`src/hdl/irq_router_map.svh`:
```
`ifndef IRQ_ROUTER_MAP_SVH
`define IRQ_ROUTER_MAP_SVH

// Register byte addresses on the plain port (byte address = 4 x index)
`define REG_MASK_ADDR      8'h00
`define REG_NMI_SEL_ADDR   8'h04
`define REG_FIRST_MASKABLE_IRQ_SEL_ADDR  8'h08
`define REG_SECOND_MASKABLE_IRQ_SEL_ADDR  8'h0c
`define REG_NMI_STAT_ADDR  8'h10
`define REG_FIRST_MASKABLE_IRQ_STAT_ADDR 8'h14
`define REG_SECOND_MASKABLE_IRQ_STAT_ADDR 8'h18
`define REG_TO_CLEAR_ADDR  8'h1c

// Mask port fields
`define MASK_NMI_BIT  0
`define MASK_FIRST_MASKABLE_IRQ_BIT 1
`define MASK_SECOND_MASKABLE_IRQ_BIT 2

// NMI select / status fields
`define NMI_SEL_SERIAL_BIT  0
`define NMI_SEL_TIMER_BIT   1
`define NMI_SEL_TIMEOUT_BIT 2
`define NMI_SEL_EXP_BIT     3
`define NMI_ST_ROMEM_BIT    4
`define NMI_ST_HOST_BIT     5
`define NMI_ST_SWITCH_BIT   6

// FIRST_MASKABLE_IRQ select / status fields
`define FIRST_MASKABLE_IRQ_SEL_CH1_BIT   0
`define FIRST_MASKABLE_IRQ_SEL_PRN_BIT   1
`define FIRST_MASKABLE_IRQ_ST_HOST_BIT   2

// SECOND_MASKABLE_IRQ select / status fields
`define SECOND_MASKABLE_IRQ_SEL_TIMER_BIT   0
`define SECOND_MASKABLE_IRQ_SEL_TIMEOUT_BIT 1

// Reset values
`define MASK_RESET     8'h00
`define NMI_SEL_RESET  8'h00
`define FIRST_MASKABLE_IRQ_SEL_RESET 8'h00
`define SECOND_MASKABLE_IRQ_SEL_RESET 8'h00

// Bus timeout: 1024 clocks of one cycle in progress
`define TIMEOUT_CLOCKS 1024

`endif

```
`src/hdl/irq_router_pkg.sv`:
```
package irq_router_pkg;
    typedef logic [7:0] reg_byte_t;
    typedef enum logic [1:0] {
        BUS_IDLE = 2'b00,
        BUS_BUSY = 2'b01,
        BUS_TIMED = 2'b11
    } bus_state_t;
endpackage : irq_router_pkg

```
`src/hdl/timeout_if.sv`:
```
`timescale 1ns/1ps
interface timeout_if;
    logic cycle_busy;
    logic clear;
    logic force_ready;
    logic timeout_pulse;
    modport watch (input cycle_busy, input clear, output force_ready, output timeout_pulse);
    modport user (output cycle_busy, output clear, input force_ready, input timeout_pulse);
endinterface : timeout_if

```
`src/hdl/board_interrupt_router.sv`:
```
`timescale 1ns/1ps
`include "irq_router_map.svh"
// How it works
// - Serial/printer controller request can raise NMI when selected.
// - Interval timer request can raise NMI when selected.
// - Software select register picks serial and/or timer source for NMI.
// - Bus timeout can raise NMI when enabled.
// - Expansion connector interrupt can raise NMI when enabled.
// - ROM-emulation connector NMI pin always raises NMI.
// - ISA host request always raises NMI.
// - Push switch raises NMI.
// - Mask bit 1 blocks NMI output, 0 releases it.
// - NMI status port shows which sources are pending.
// - First maskable output from serial channel one or printer, selectable.
// - ISA host can assert first maskable output.
// - Timer request drives second maskable output when selected.
// - Bus timeout drives second maskable output when enabled.
// - Each maskable output has its own mask bit, 1 blocks.
// - Each maskable output has its own status port.
// - Bus cycle busy 1024 clocks declares timeout and forces completion.
// - Timeout lights LED; a clear-port write clears LED and requests unless a timeout lands in the same cycle.
// - Expansion interrupt input is active low, feeds NMI and own pin.
module board_interrupt_router
    import irq_router_pkg::*;
#(
    parameter int TIMEOUT_LIMIT = `TIMEOUT_CLOCKS
) (
    input wire logic clk_i,                     // 20 MHz system clock
    input wire logic rstn_i,                    // Sync reset, active low
    input wire logic [7:0] addr_i,              // Register address
    input wire logic [7:0] wdata_i,             // Write data
    input wire logic wr_i,                      // Write strobe
    input wire logic rd_i,                      // Read strobe
    output logic [7:0] rdata_o,                 // Read data, cycle after strobe
    input wire logic serial_channel_one_i,      // Serial channel one request, high
    input wire logic printer_irq_i,             // Printer port request, high
    input wire logic timer_irq_i,               // Interval timer request, high
    input wire logic expansion_connector_irq_n_i, // Expansion request, low
    input wire logic rom_emulation_connector_nmi_i, // ROM-emulation NMI pin, high
    input wire logic host_nmi_i,                // ISA host NMI request, high
    input wire logic host_first_maskable_irq_i,               // ISA host maskable request, high
    input wire logic nonmaskable_push_switch_i, // Push switch, high while pressed
    input wire logic bus_cycle_busy_i,          // External bus cycle in progress
    output logic bus_force_ready_o,             // Forced completion of cycle
    output logic nmi_o,                         // Processor NMI request
    output logic first_maskable_irq_o,          // Processor first maskable request
    output logic second_maskable_irq_o,         // Processor second maskable request
    output logic expansion_irq_pin_o,           // Separate processor pin, high active
    output logic timeout_indicator_led_o        // Timeout LED, lit when high
);
    // Every external source is asynchronous to clk_i
    localparam int NSYNC = 8;
    logic [NSYNC-1:0] sync1_reg;
    logic [NSYNC-1:0] sync2_reg;
    wire [NSYNC-1:0] raw_in = {bus_cycle_busy_i, nonmaskable_push_switch_i, host_first_maskable_irq_i,
        host_nmi_i, rom_emulation_connector_nmi_i, !expansion_connector_irq_n_i,
        timer_irq_i, serial_channel_one_i | printer_irq_i};
    logic printer_s1_reg;
    logic printer_s2_reg;
    logic ch1_s1_reg;
    logic ch1_s2_reg;

    always_ff @(posedge clk_i) begin
        sync1_reg <= raw_in;
        sync2_reg <= sync1_reg;
        printer_s1_reg <= printer_irq_i;
        printer_s2_reg <= printer_s1_reg;
        ch1_s1_reg <= serial_channel_one_i;
        ch1_s2_reg <= ch1_s1_reg;
    end

    wire serial_s = sync2_reg[0];
    wire timer_s = sync2_reg[1];
    wire exp_s = sync2_reg[2];
    wire romem_s = sync2_reg[3];
    wire host_nmi_s = sync2_reg[4];
    wire host_first_maskable_irq_s = sync2_reg[5];
    wire switch_s = sync2_reg[6];
    wire busy_s = sync2_reg[7];

    // Control registers
    reg_byte_t mask_reg;
    reg_byte_t nmi_sel_reg;
    reg_byte_t first_maskable_irq_sel_reg;
    reg_byte_t second_maskable_irq_sel_reg;
    logic timeout_reg;
    reg_byte_t rdata_reg;
    reg_byte_t rdata_next;

    function automatic logic hit(input logic [7:0] a, input logic [7:0] target);
        return a == target;
    endfunction : hit

    wire wr_mask = wr_i && hit(addr_i, `REG_MASK_ADDR);
    wire wr_nmi_sel = wr_i && hit(addr_i, `REG_NMI_SEL_ADDR);
    wire wr_first_maskable_irq_sel = wr_i && hit(addr_i, `REG_FIRST_MASKABLE_IRQ_SEL_ADDR);
    wire wr_second_maskable_irq_sel = wr_i && hit(addr_i, `REG_SECOND_MASKABLE_IRQ_SEL_ADDR);
    wire wr_to_clear = wr_i && hit(addr_i, `REG_TO_CLEAR_ADDR);

    // Timeout watch on the synchronised busy level
    timeout_if tif ();
    assign tif.cycle_busy = busy_s;
    assign tif.clear = wr_to_clear;

    bus_timeout #(
        .LIMIT(TIMEOUT_LIMIT)
    ) u_timeout (
        .clk_i(clk_i),
        .rstn_i(rstn_i),
        .tif(tif)
    );

    always_ff @(posedge clk_i) begin
        if (!rstn_i) begin
            mask_reg <= `MASK_RESET;
            nmi_sel_reg <= `NMI_SEL_RESET;
            first_maskable_irq_sel_reg <= `FIRST_MASKABLE_IRQ_SEL_RESET;
            second_maskable_irq_sel_reg <= `SECOND_MASKABLE_IRQ_SEL_RESET;
            timeout_reg <= 1'b0;
        end else begin
            if (wr_mask) begin
                mask_reg <= wdata_i & 8'h07;
            end
            if (wr_nmi_sel) begin
                nmi_sel_reg <= wdata_i & 8'h0f;
            end
            if (wr_first_maskable_irq_sel) begin
                first_maskable_irq_sel_reg <= wdata_i & 8'h03;
            end
            if (wr_second_maskable_irq_sel) begin
                second_maskable_irq_sel_reg <= wdata_i & 8'h03;
            end
            // A timeout in the same cycle as the clear wins
            if (tif.timeout_pulse) begin
                timeout_reg <= 1'b1;
            end else if (wr_to_clear) begin
                timeout_reg <= 1'b0;
            end
        end
    end

    // Status reflects pending sources regardless of mask, so masked requests stay visible
    wire ch1_s = ch1_s2_reg;
    wire prn_s = printer_s2_reg;
    wire [7:0] nmi_status = {1'b0,
        switch_s,
        host_nmi_s,
        romem_s,
        exp_s & nmi_sel_reg[`NMI_SEL_EXP_BIT],
        timeout_reg & nmi_sel_reg[`NMI_SEL_TIMEOUT_BIT],
        timer_s & nmi_sel_reg[`NMI_SEL_TIMER_BIT],
        serial_s & nmi_sel_reg[`NMI_SEL_SERIAL_BIT]};
    wire [7:0] first_maskable_irq_status = {5'h00,
        host_first_maskable_irq_s,
        prn_s & first_maskable_irq_sel_reg[`FIRST_MASKABLE_IRQ_SEL_PRN_BIT],
        ch1_s & first_maskable_irq_sel_reg[`FIRST_MASKABLE_IRQ_SEL_CH1_BIT]};
    wire [7:0] second_maskable_irq_status = {6'h00,
        timeout_reg & second_maskable_irq_sel_reg[`SECOND_MASKABLE_IRQ_SEL_TIMEOUT_BIT],
        timer_s & second_maskable_irq_sel_reg[`SECOND_MASKABLE_IRQ_SEL_TIMER_BIT]};

    wire nmi_next = (|nmi_status) & !mask_reg[`MASK_NMI_BIT];
    wire first_maskable_irq_next = (|first_maskable_irq_status) & !mask_reg[`MASK_FIRST_MASKABLE_IRQ_BIT];
    wire second_maskable_irq_next = (|second_maskable_irq_status) & !mask_reg[`MASK_SECOND_MASKABLE_IRQ_BIT];

    always_comb begin
        case (addr_i)
            `REG_MASK_ADDR: rdata_next = mask_reg;
            `REG_NMI_SEL_ADDR: rdata_next = nmi_sel_reg;
            `REG_FIRST_MASKABLE_IRQ_SEL_ADDR: rdata_next = first_maskable_irq_sel_reg;
            `REG_SECOND_MASKABLE_IRQ_SEL_ADDR: rdata_next = second_maskable_irq_sel_reg;
            `REG_NMI_STAT_ADDR: rdata_next = nmi_status;
            `REG_FIRST_MASKABLE_IRQ_STAT_ADDR: rdata_next = first_maskable_irq_status;
            `REG_SECOND_MASKABLE_IRQ_STAT_ADDR: rdata_next = second_maskable_irq_status;
            `REG_TO_CLEAR_ADDR: rdata_next = {7'h00, timeout_reg};
            default: rdata_next = 8'h00;
        endcase
    end

    logic nmi_reg;
    logic first_maskable_irq_reg;
    logic second_maskable_irq_reg;
    logic exp_pin_reg;

    always_ff @(posedge clk_i) begin
        if (!rstn_i) begin
            rdata_reg <= 8'h00;
            nmi_reg <= 1'b0;
            first_maskable_irq_reg <= 1'b0;
            second_maskable_irq_reg <= 1'b0;
            exp_pin_reg <= 1'b0;
        end else begin
            rdata_reg <= rd_i ? rdata_next : 8'h00;
            nmi_reg <= nmi_next;
            first_maskable_irq_reg <= first_maskable_irq_next;
            second_maskable_irq_reg <= second_maskable_irq_next;
            exp_pin_reg <= exp_s;
        end
    end

    assign rdata_o = rdata_reg;
    assign nmi_o = nmi_reg;
    assign first_maskable_irq_o = first_maskable_irq_reg;
    assign second_maskable_irq_o = second_maskable_irq_reg;
    assign expansion_irq_pin_o = exp_pin_reg;
    assign timeout_indicator_led_o = timeout_reg;
    assign bus_force_ready_o = tif.force_ready;
endmodule : board_interrupt_router

```
`src/hdl/bus_timeout.sv`:
```
`timescale 1ns/1ps
`include "irq_router_map.svh"
module bus_timeout
    import irq_router_pkg::*;
#(
    parameter int LIMIT = `TIMEOUT_CLOCKS
) (
    input wire logic clk_i,   // System clock
    input wire logic rstn_i,  // Sync reset, active low
    timeout_if.watch tif      // Cycle watch link
);
    localparam int CW = $clog2(LIMIT + 1);
    localparam logic [CW-1:0] LAST = CW'(LIMIT - 1);

    bus_state_t state_reg;
    bus_state_t state_next;
    logic [CW-1:0] count_reg;
    logic [CW-1:0] count_next;
    wire expire = (state_reg == BUS_BUSY) && (count_reg == LAST);

    always_comb begin
        state_next = state_reg;
        count_next = count_reg;
        case (state_reg)
            BUS_IDLE: begin
                count_next = '0;
                if (tif.cycle_busy) begin
                    state_next = BUS_BUSY;
                end
            end
            BUS_BUSY: begin
                if (!tif.cycle_busy) begin
                    state_next = BUS_IDLE;
                    count_next = '0;
                end else if (expire) begin
                    state_next = BUS_TIMED;
                end else begin
                    count_next = count_reg + CW'(1);
                end
            end
            BUS_TIMED: begin
                // Hold ready until the cycle ends, so the CPU sees it reliably
                count_next = '0;
                if (!tif.cycle_busy) begin
                    state_next = BUS_IDLE;
                end
            end
            default: begin
                state_next = BUS_IDLE;
                count_next = '0;
            end
        endcase
    end

    always_ff @(posedge clk_i) begin
        if (!rstn_i) begin
            state_reg <= BUS_IDLE;
            count_reg <= '0;
        end else begin
            state_reg <= state_next;
            count_reg <= count_next;
        end
    end

    assign tif.force_ready = (state_reg == BUS_TIMED);
    assign tif.timeout_pulse = expire && tif.cycle_busy;
endmodule : bus_timeout

```
`config.mk`:
```
export PLATFORM = sky130hd
export DESIGN_NAME = board_interrupt_router
export DESIGN_NICKNAME = d
export VERILOG_FILES = /design/src/hdl/irq_router_pkg.sv /design/src/hdl/timeout_if.sv /design/src/hdl/board_interrupt_router.sv /design/src/hdl/bus_timeout.sv
export VERILOG_INCLUDE_DIRS = /design/src /design/src/hdl
export SDC_FILE = /design/constraint.sdc
export NUM_CORES = 1
export LEC_CHECK = 0
export BUFFER_PORTS_ARGS = -buffer_cell sky130_fd_sc_hd__buf_2
export CAP_MARGIN = 20
export CORE_AREA = 2 2 106 57
export CTS_CLUSTER_SIZE = 24
export DETAILED_ROUTE_END_ITERATION = 10
export DIE_AREA = 0 0 108 59
export PLACE_DENSITY_LB_ADDON = 0.12
export SYNTH_ARGS = -nofsm -noshare
export SYNTH_HDL_FRONTEND = slang
export SYNTH_SLANG_ARGS = --single-unit
```
`constraint.sdc`:
```
create_clock -name clk_i -period 1.9 [get_ports clk_i]
set_clock_uncertainty 0.2 [all_clocks]
set_input_delay 0.38 -clock clk_i [delete_from_list [all_inputs] [get_ports clk_i]]
set_output_delay 0.38 -clock clk_i [all_outputs]
set_load 0.01 [all_outputs]
```
==> qor.yml <==
grt_overflow: 0
wl_per_cell_um: 12.6
avgSynthCellArea_um2: 10.4
grt_max_degree: 18
fin_crit_sh_pct: 93.3
clkSinkCount: 56
initial_utilization_pct: 39.0
ir_worst_vdd_mv: 0.365
layout_min_cycle_time_ns: 1.77
area_growth_pct: 24.9
required_ns: 1.93
rrSetupSlack_ns: 0.13
cts_buffers: 5
h-tree-depth: 2
synthCells: 200
synthFlopType: "dfxtp_1"
port_buffers: 37
rsz0062_at_grt: "no"
leakagePower_nw: 1.09
post-cts-setup-buffers: 0
ys_ff_latch: 56
max_clock_freq_ghz: 0.564
netSwitchingPower_mw: 0.432
setup_viol: 0
drv_slew: 0
path_clk_slew_ns: 0.09
synth_edf_count: 0
seq_area_frac_synth_pct: 53.7
endpoint: "u_timeout.count_reg[5]"
r2r_start: "u_timeout.count_reg[1]"
grt_usage_pct: 14.5
power_frac_comb_pct: 5.7
syn_nets: 230
grt_antenna_before_repair: 0
critPathLaunch: "u_timeout.count_reg[1]"
dpl_cell_area_um2: 2410
switching_share_pct: 22.1
postSynth.asyncResetShare_pct: 0
mostFrequentLayoutCells: "56 x dfxtp_1, 38 x buf_2, 15 x nor2b_1"
die_area_um2: 6370
io_pins: 43
final_hold_viol_count: 0
reg2reg_depth: 6
seqPwrFrac_pct: 61.9
syn_area_um2: 2090
ctsLongestPathBuffers: 2
p_total_mw: 1.96
final_layout_size_suffix_gt1_share_pct: 25.8
row_count: 19
hp-class: "register to register"
status: "finished, final reports clean"
gp_congestion: 0.766
viasPerCell: 4.75
drt_iter0_drc: 54
reg2reg_to: "u_timeout.count_reg[5]"
worst-setup-path-type: "register to register"
endpoint_kind: "register"
ant_nets: 0
placed_cells: 315
die_h_um: 59
instances_no_fill: 333
first_pass_iters: 4
cp.arrival_ns: 1.80
p_int_mw: 1.52
fp.dieW_um: 108
synth.distinct_cells: 45
largest_register_ffs: 11
path_max_fanout: 7
grt_pass1_wl_mm: 7.00
whs_ns: 0.136
clk_latency_ns: 0.30
maxCapViolations: 0
core_area_um2: 5350
vias: 1583
final_area_um2: 2610
fill_cells: 543
worstSetupStartpointType: "register"
ys_warn_count: 0
grt_pass1_vias: 1474
power-per-cell-area_nw_per_um2: 751
diodes: 0
routed_wl_mm: 4.20
final_common_cell: "dfxtp_1"
final_nets: 289
holdPathStages: 0
hpwl_mm: 3.10
drcViolationCount: 0
clkPwrFrac_pct: 32.4
tns_ns: 0
cts_tree: "built"
root_buffer: "clkbuf_8"
-- power by group through the flow --
| stage | Sequential [mW] | Combinational, mW | Clock, mW |
|---|---|---|---|
| after floorplan | 1.24 | 0.0444 | 0 |
| after CTS | 1.21 | 0.112 | 0.664 |
| after global routing | 1.22 | 0.124 | 0.719 |
| after detailed placement | 1.24 | 0.0974 | 0 |
| final | 1.21 | 0.111 | 0.634 |
| after global placement | 1.24 | 0.0967 | 0 |
-- synth_stat cells (all sizes together), types with 2 or more instances --
| master | count | share of area (%) |
|---|---|---|
| a21oi | 11 | 2.6 |
| a22oi | 2 | 0.72 |
| and2 | 6 | 1.8 |
| and3 | 2 | 0.60 |
| buf | 2 | 0.90 |
| clkbuf | 5 | 0.90 |
| dfxtp | 56 | 54 |
| inv | 5 | 0.90 |
| mux2i | 12 | 5.8 |
| mux4 | 2 | 2.2 |
| nand2 | 8 | 1.4 |
| nand2b | 3 | 0.90 |
| nand3 | 7 | 1.9 |
| nand4 | 5 | 2.2 |
| nand4b | 3 | 1.3 |
| nor2 | 12 | 2.2 |
| nor2b | 15 | 4.5 |
| nor3 | 3 | 1.2 |
| nor3b | 4 | 1.4 |
| nor4 | 2 | 1.3 |
| o21ai | 9 | 2.2 |
| o31ai | 2 | 0.72 |
| or2 | 2 | 0.60 |
| or3 | 7 | 2.1 |
-- final cells by class --
cell class	instances	area [µm²]	area share, %
repair buffers	59	374	14.4
flip-flops and latches	56	1120	43.0
clock buffers	6	72.6	2.79
well taps	73	91.3	3.51
clock inverters	2	16.3	0.624
multi-input cells	132	911	35.0
inverters	5	18.8	0.720
-- how the worst min path moves through the flow --
stage,from,endpoint,slack (ns)
after floorplan,ch1_s1_reg,ch1_s,0.11
after global placement,sync1_reg[2],sync2_reg[2],0.11
after detailed placement,ch1_s1_reg,ch1_s,0.11
after CTS,wdata_i[3],nmi_sel_reg[3],0.13
after global routing,sync1_reg[5],sync2_reg[5],0.14
final,sync1_reg[4],sync2_reg[4],0.14
-- stage by stage --
stage                     util, %  setup slack, ns
after CTS                    48.5           0.0522
after global placement       45.1           0.0899
after floorplan                 -           0.0725
after global routing         48.7           0.0359
after detailed placement     45.1           0.0176
final                        48.7            0.128
-- cells by family (layout without fill, tap and decap cells) --
family	count (synthesis)	after routing	share of synthesized area, %
simple gates	82	82	24.7
flops	56	56	53.7
compound gates	33	33	9.72
mux	14	14	7.92
buf+inv	12	72	2.70
fa+ha+maj	1	1	0.600
other cells	1	1	0.180
xor+xnor	1	1	0.420
-- critical path, cell delays in order (launching register included) --
cell,delay [ns]
dfxtp_1,0.34
ha_2,0.21
nand4_4,0.11
nor4_4,0.05
buf_6,0.14
or4_1,0.49
a21oi_1,0.16
-- what timing repair did --
item / 4_1_cts / 5_1_grt
cloned: 0 / 1
setup endpoints to repair: 1 / 2
gates resized for setup: 1 / 1
hold endpoints to repair: 9 / 0
pin swaps: 0 / 1
hold buffers: 9 / 0
-- layer usage --
| layer | vias to the layer above | track usage, % | wire length, µm |
|---|---|---|---|
| li1 | 824 | - | - |
| met1 | 729 | 19.6 | 2120 |
| met2 | 28 | 22.4 | 1850 |
| met3 | 2 | 4.29 | 195 |
| met4 | 0 | 5.49 | 34 |
| met5 | - | 0 | 0 |
(Power assumes the default switching activity.)
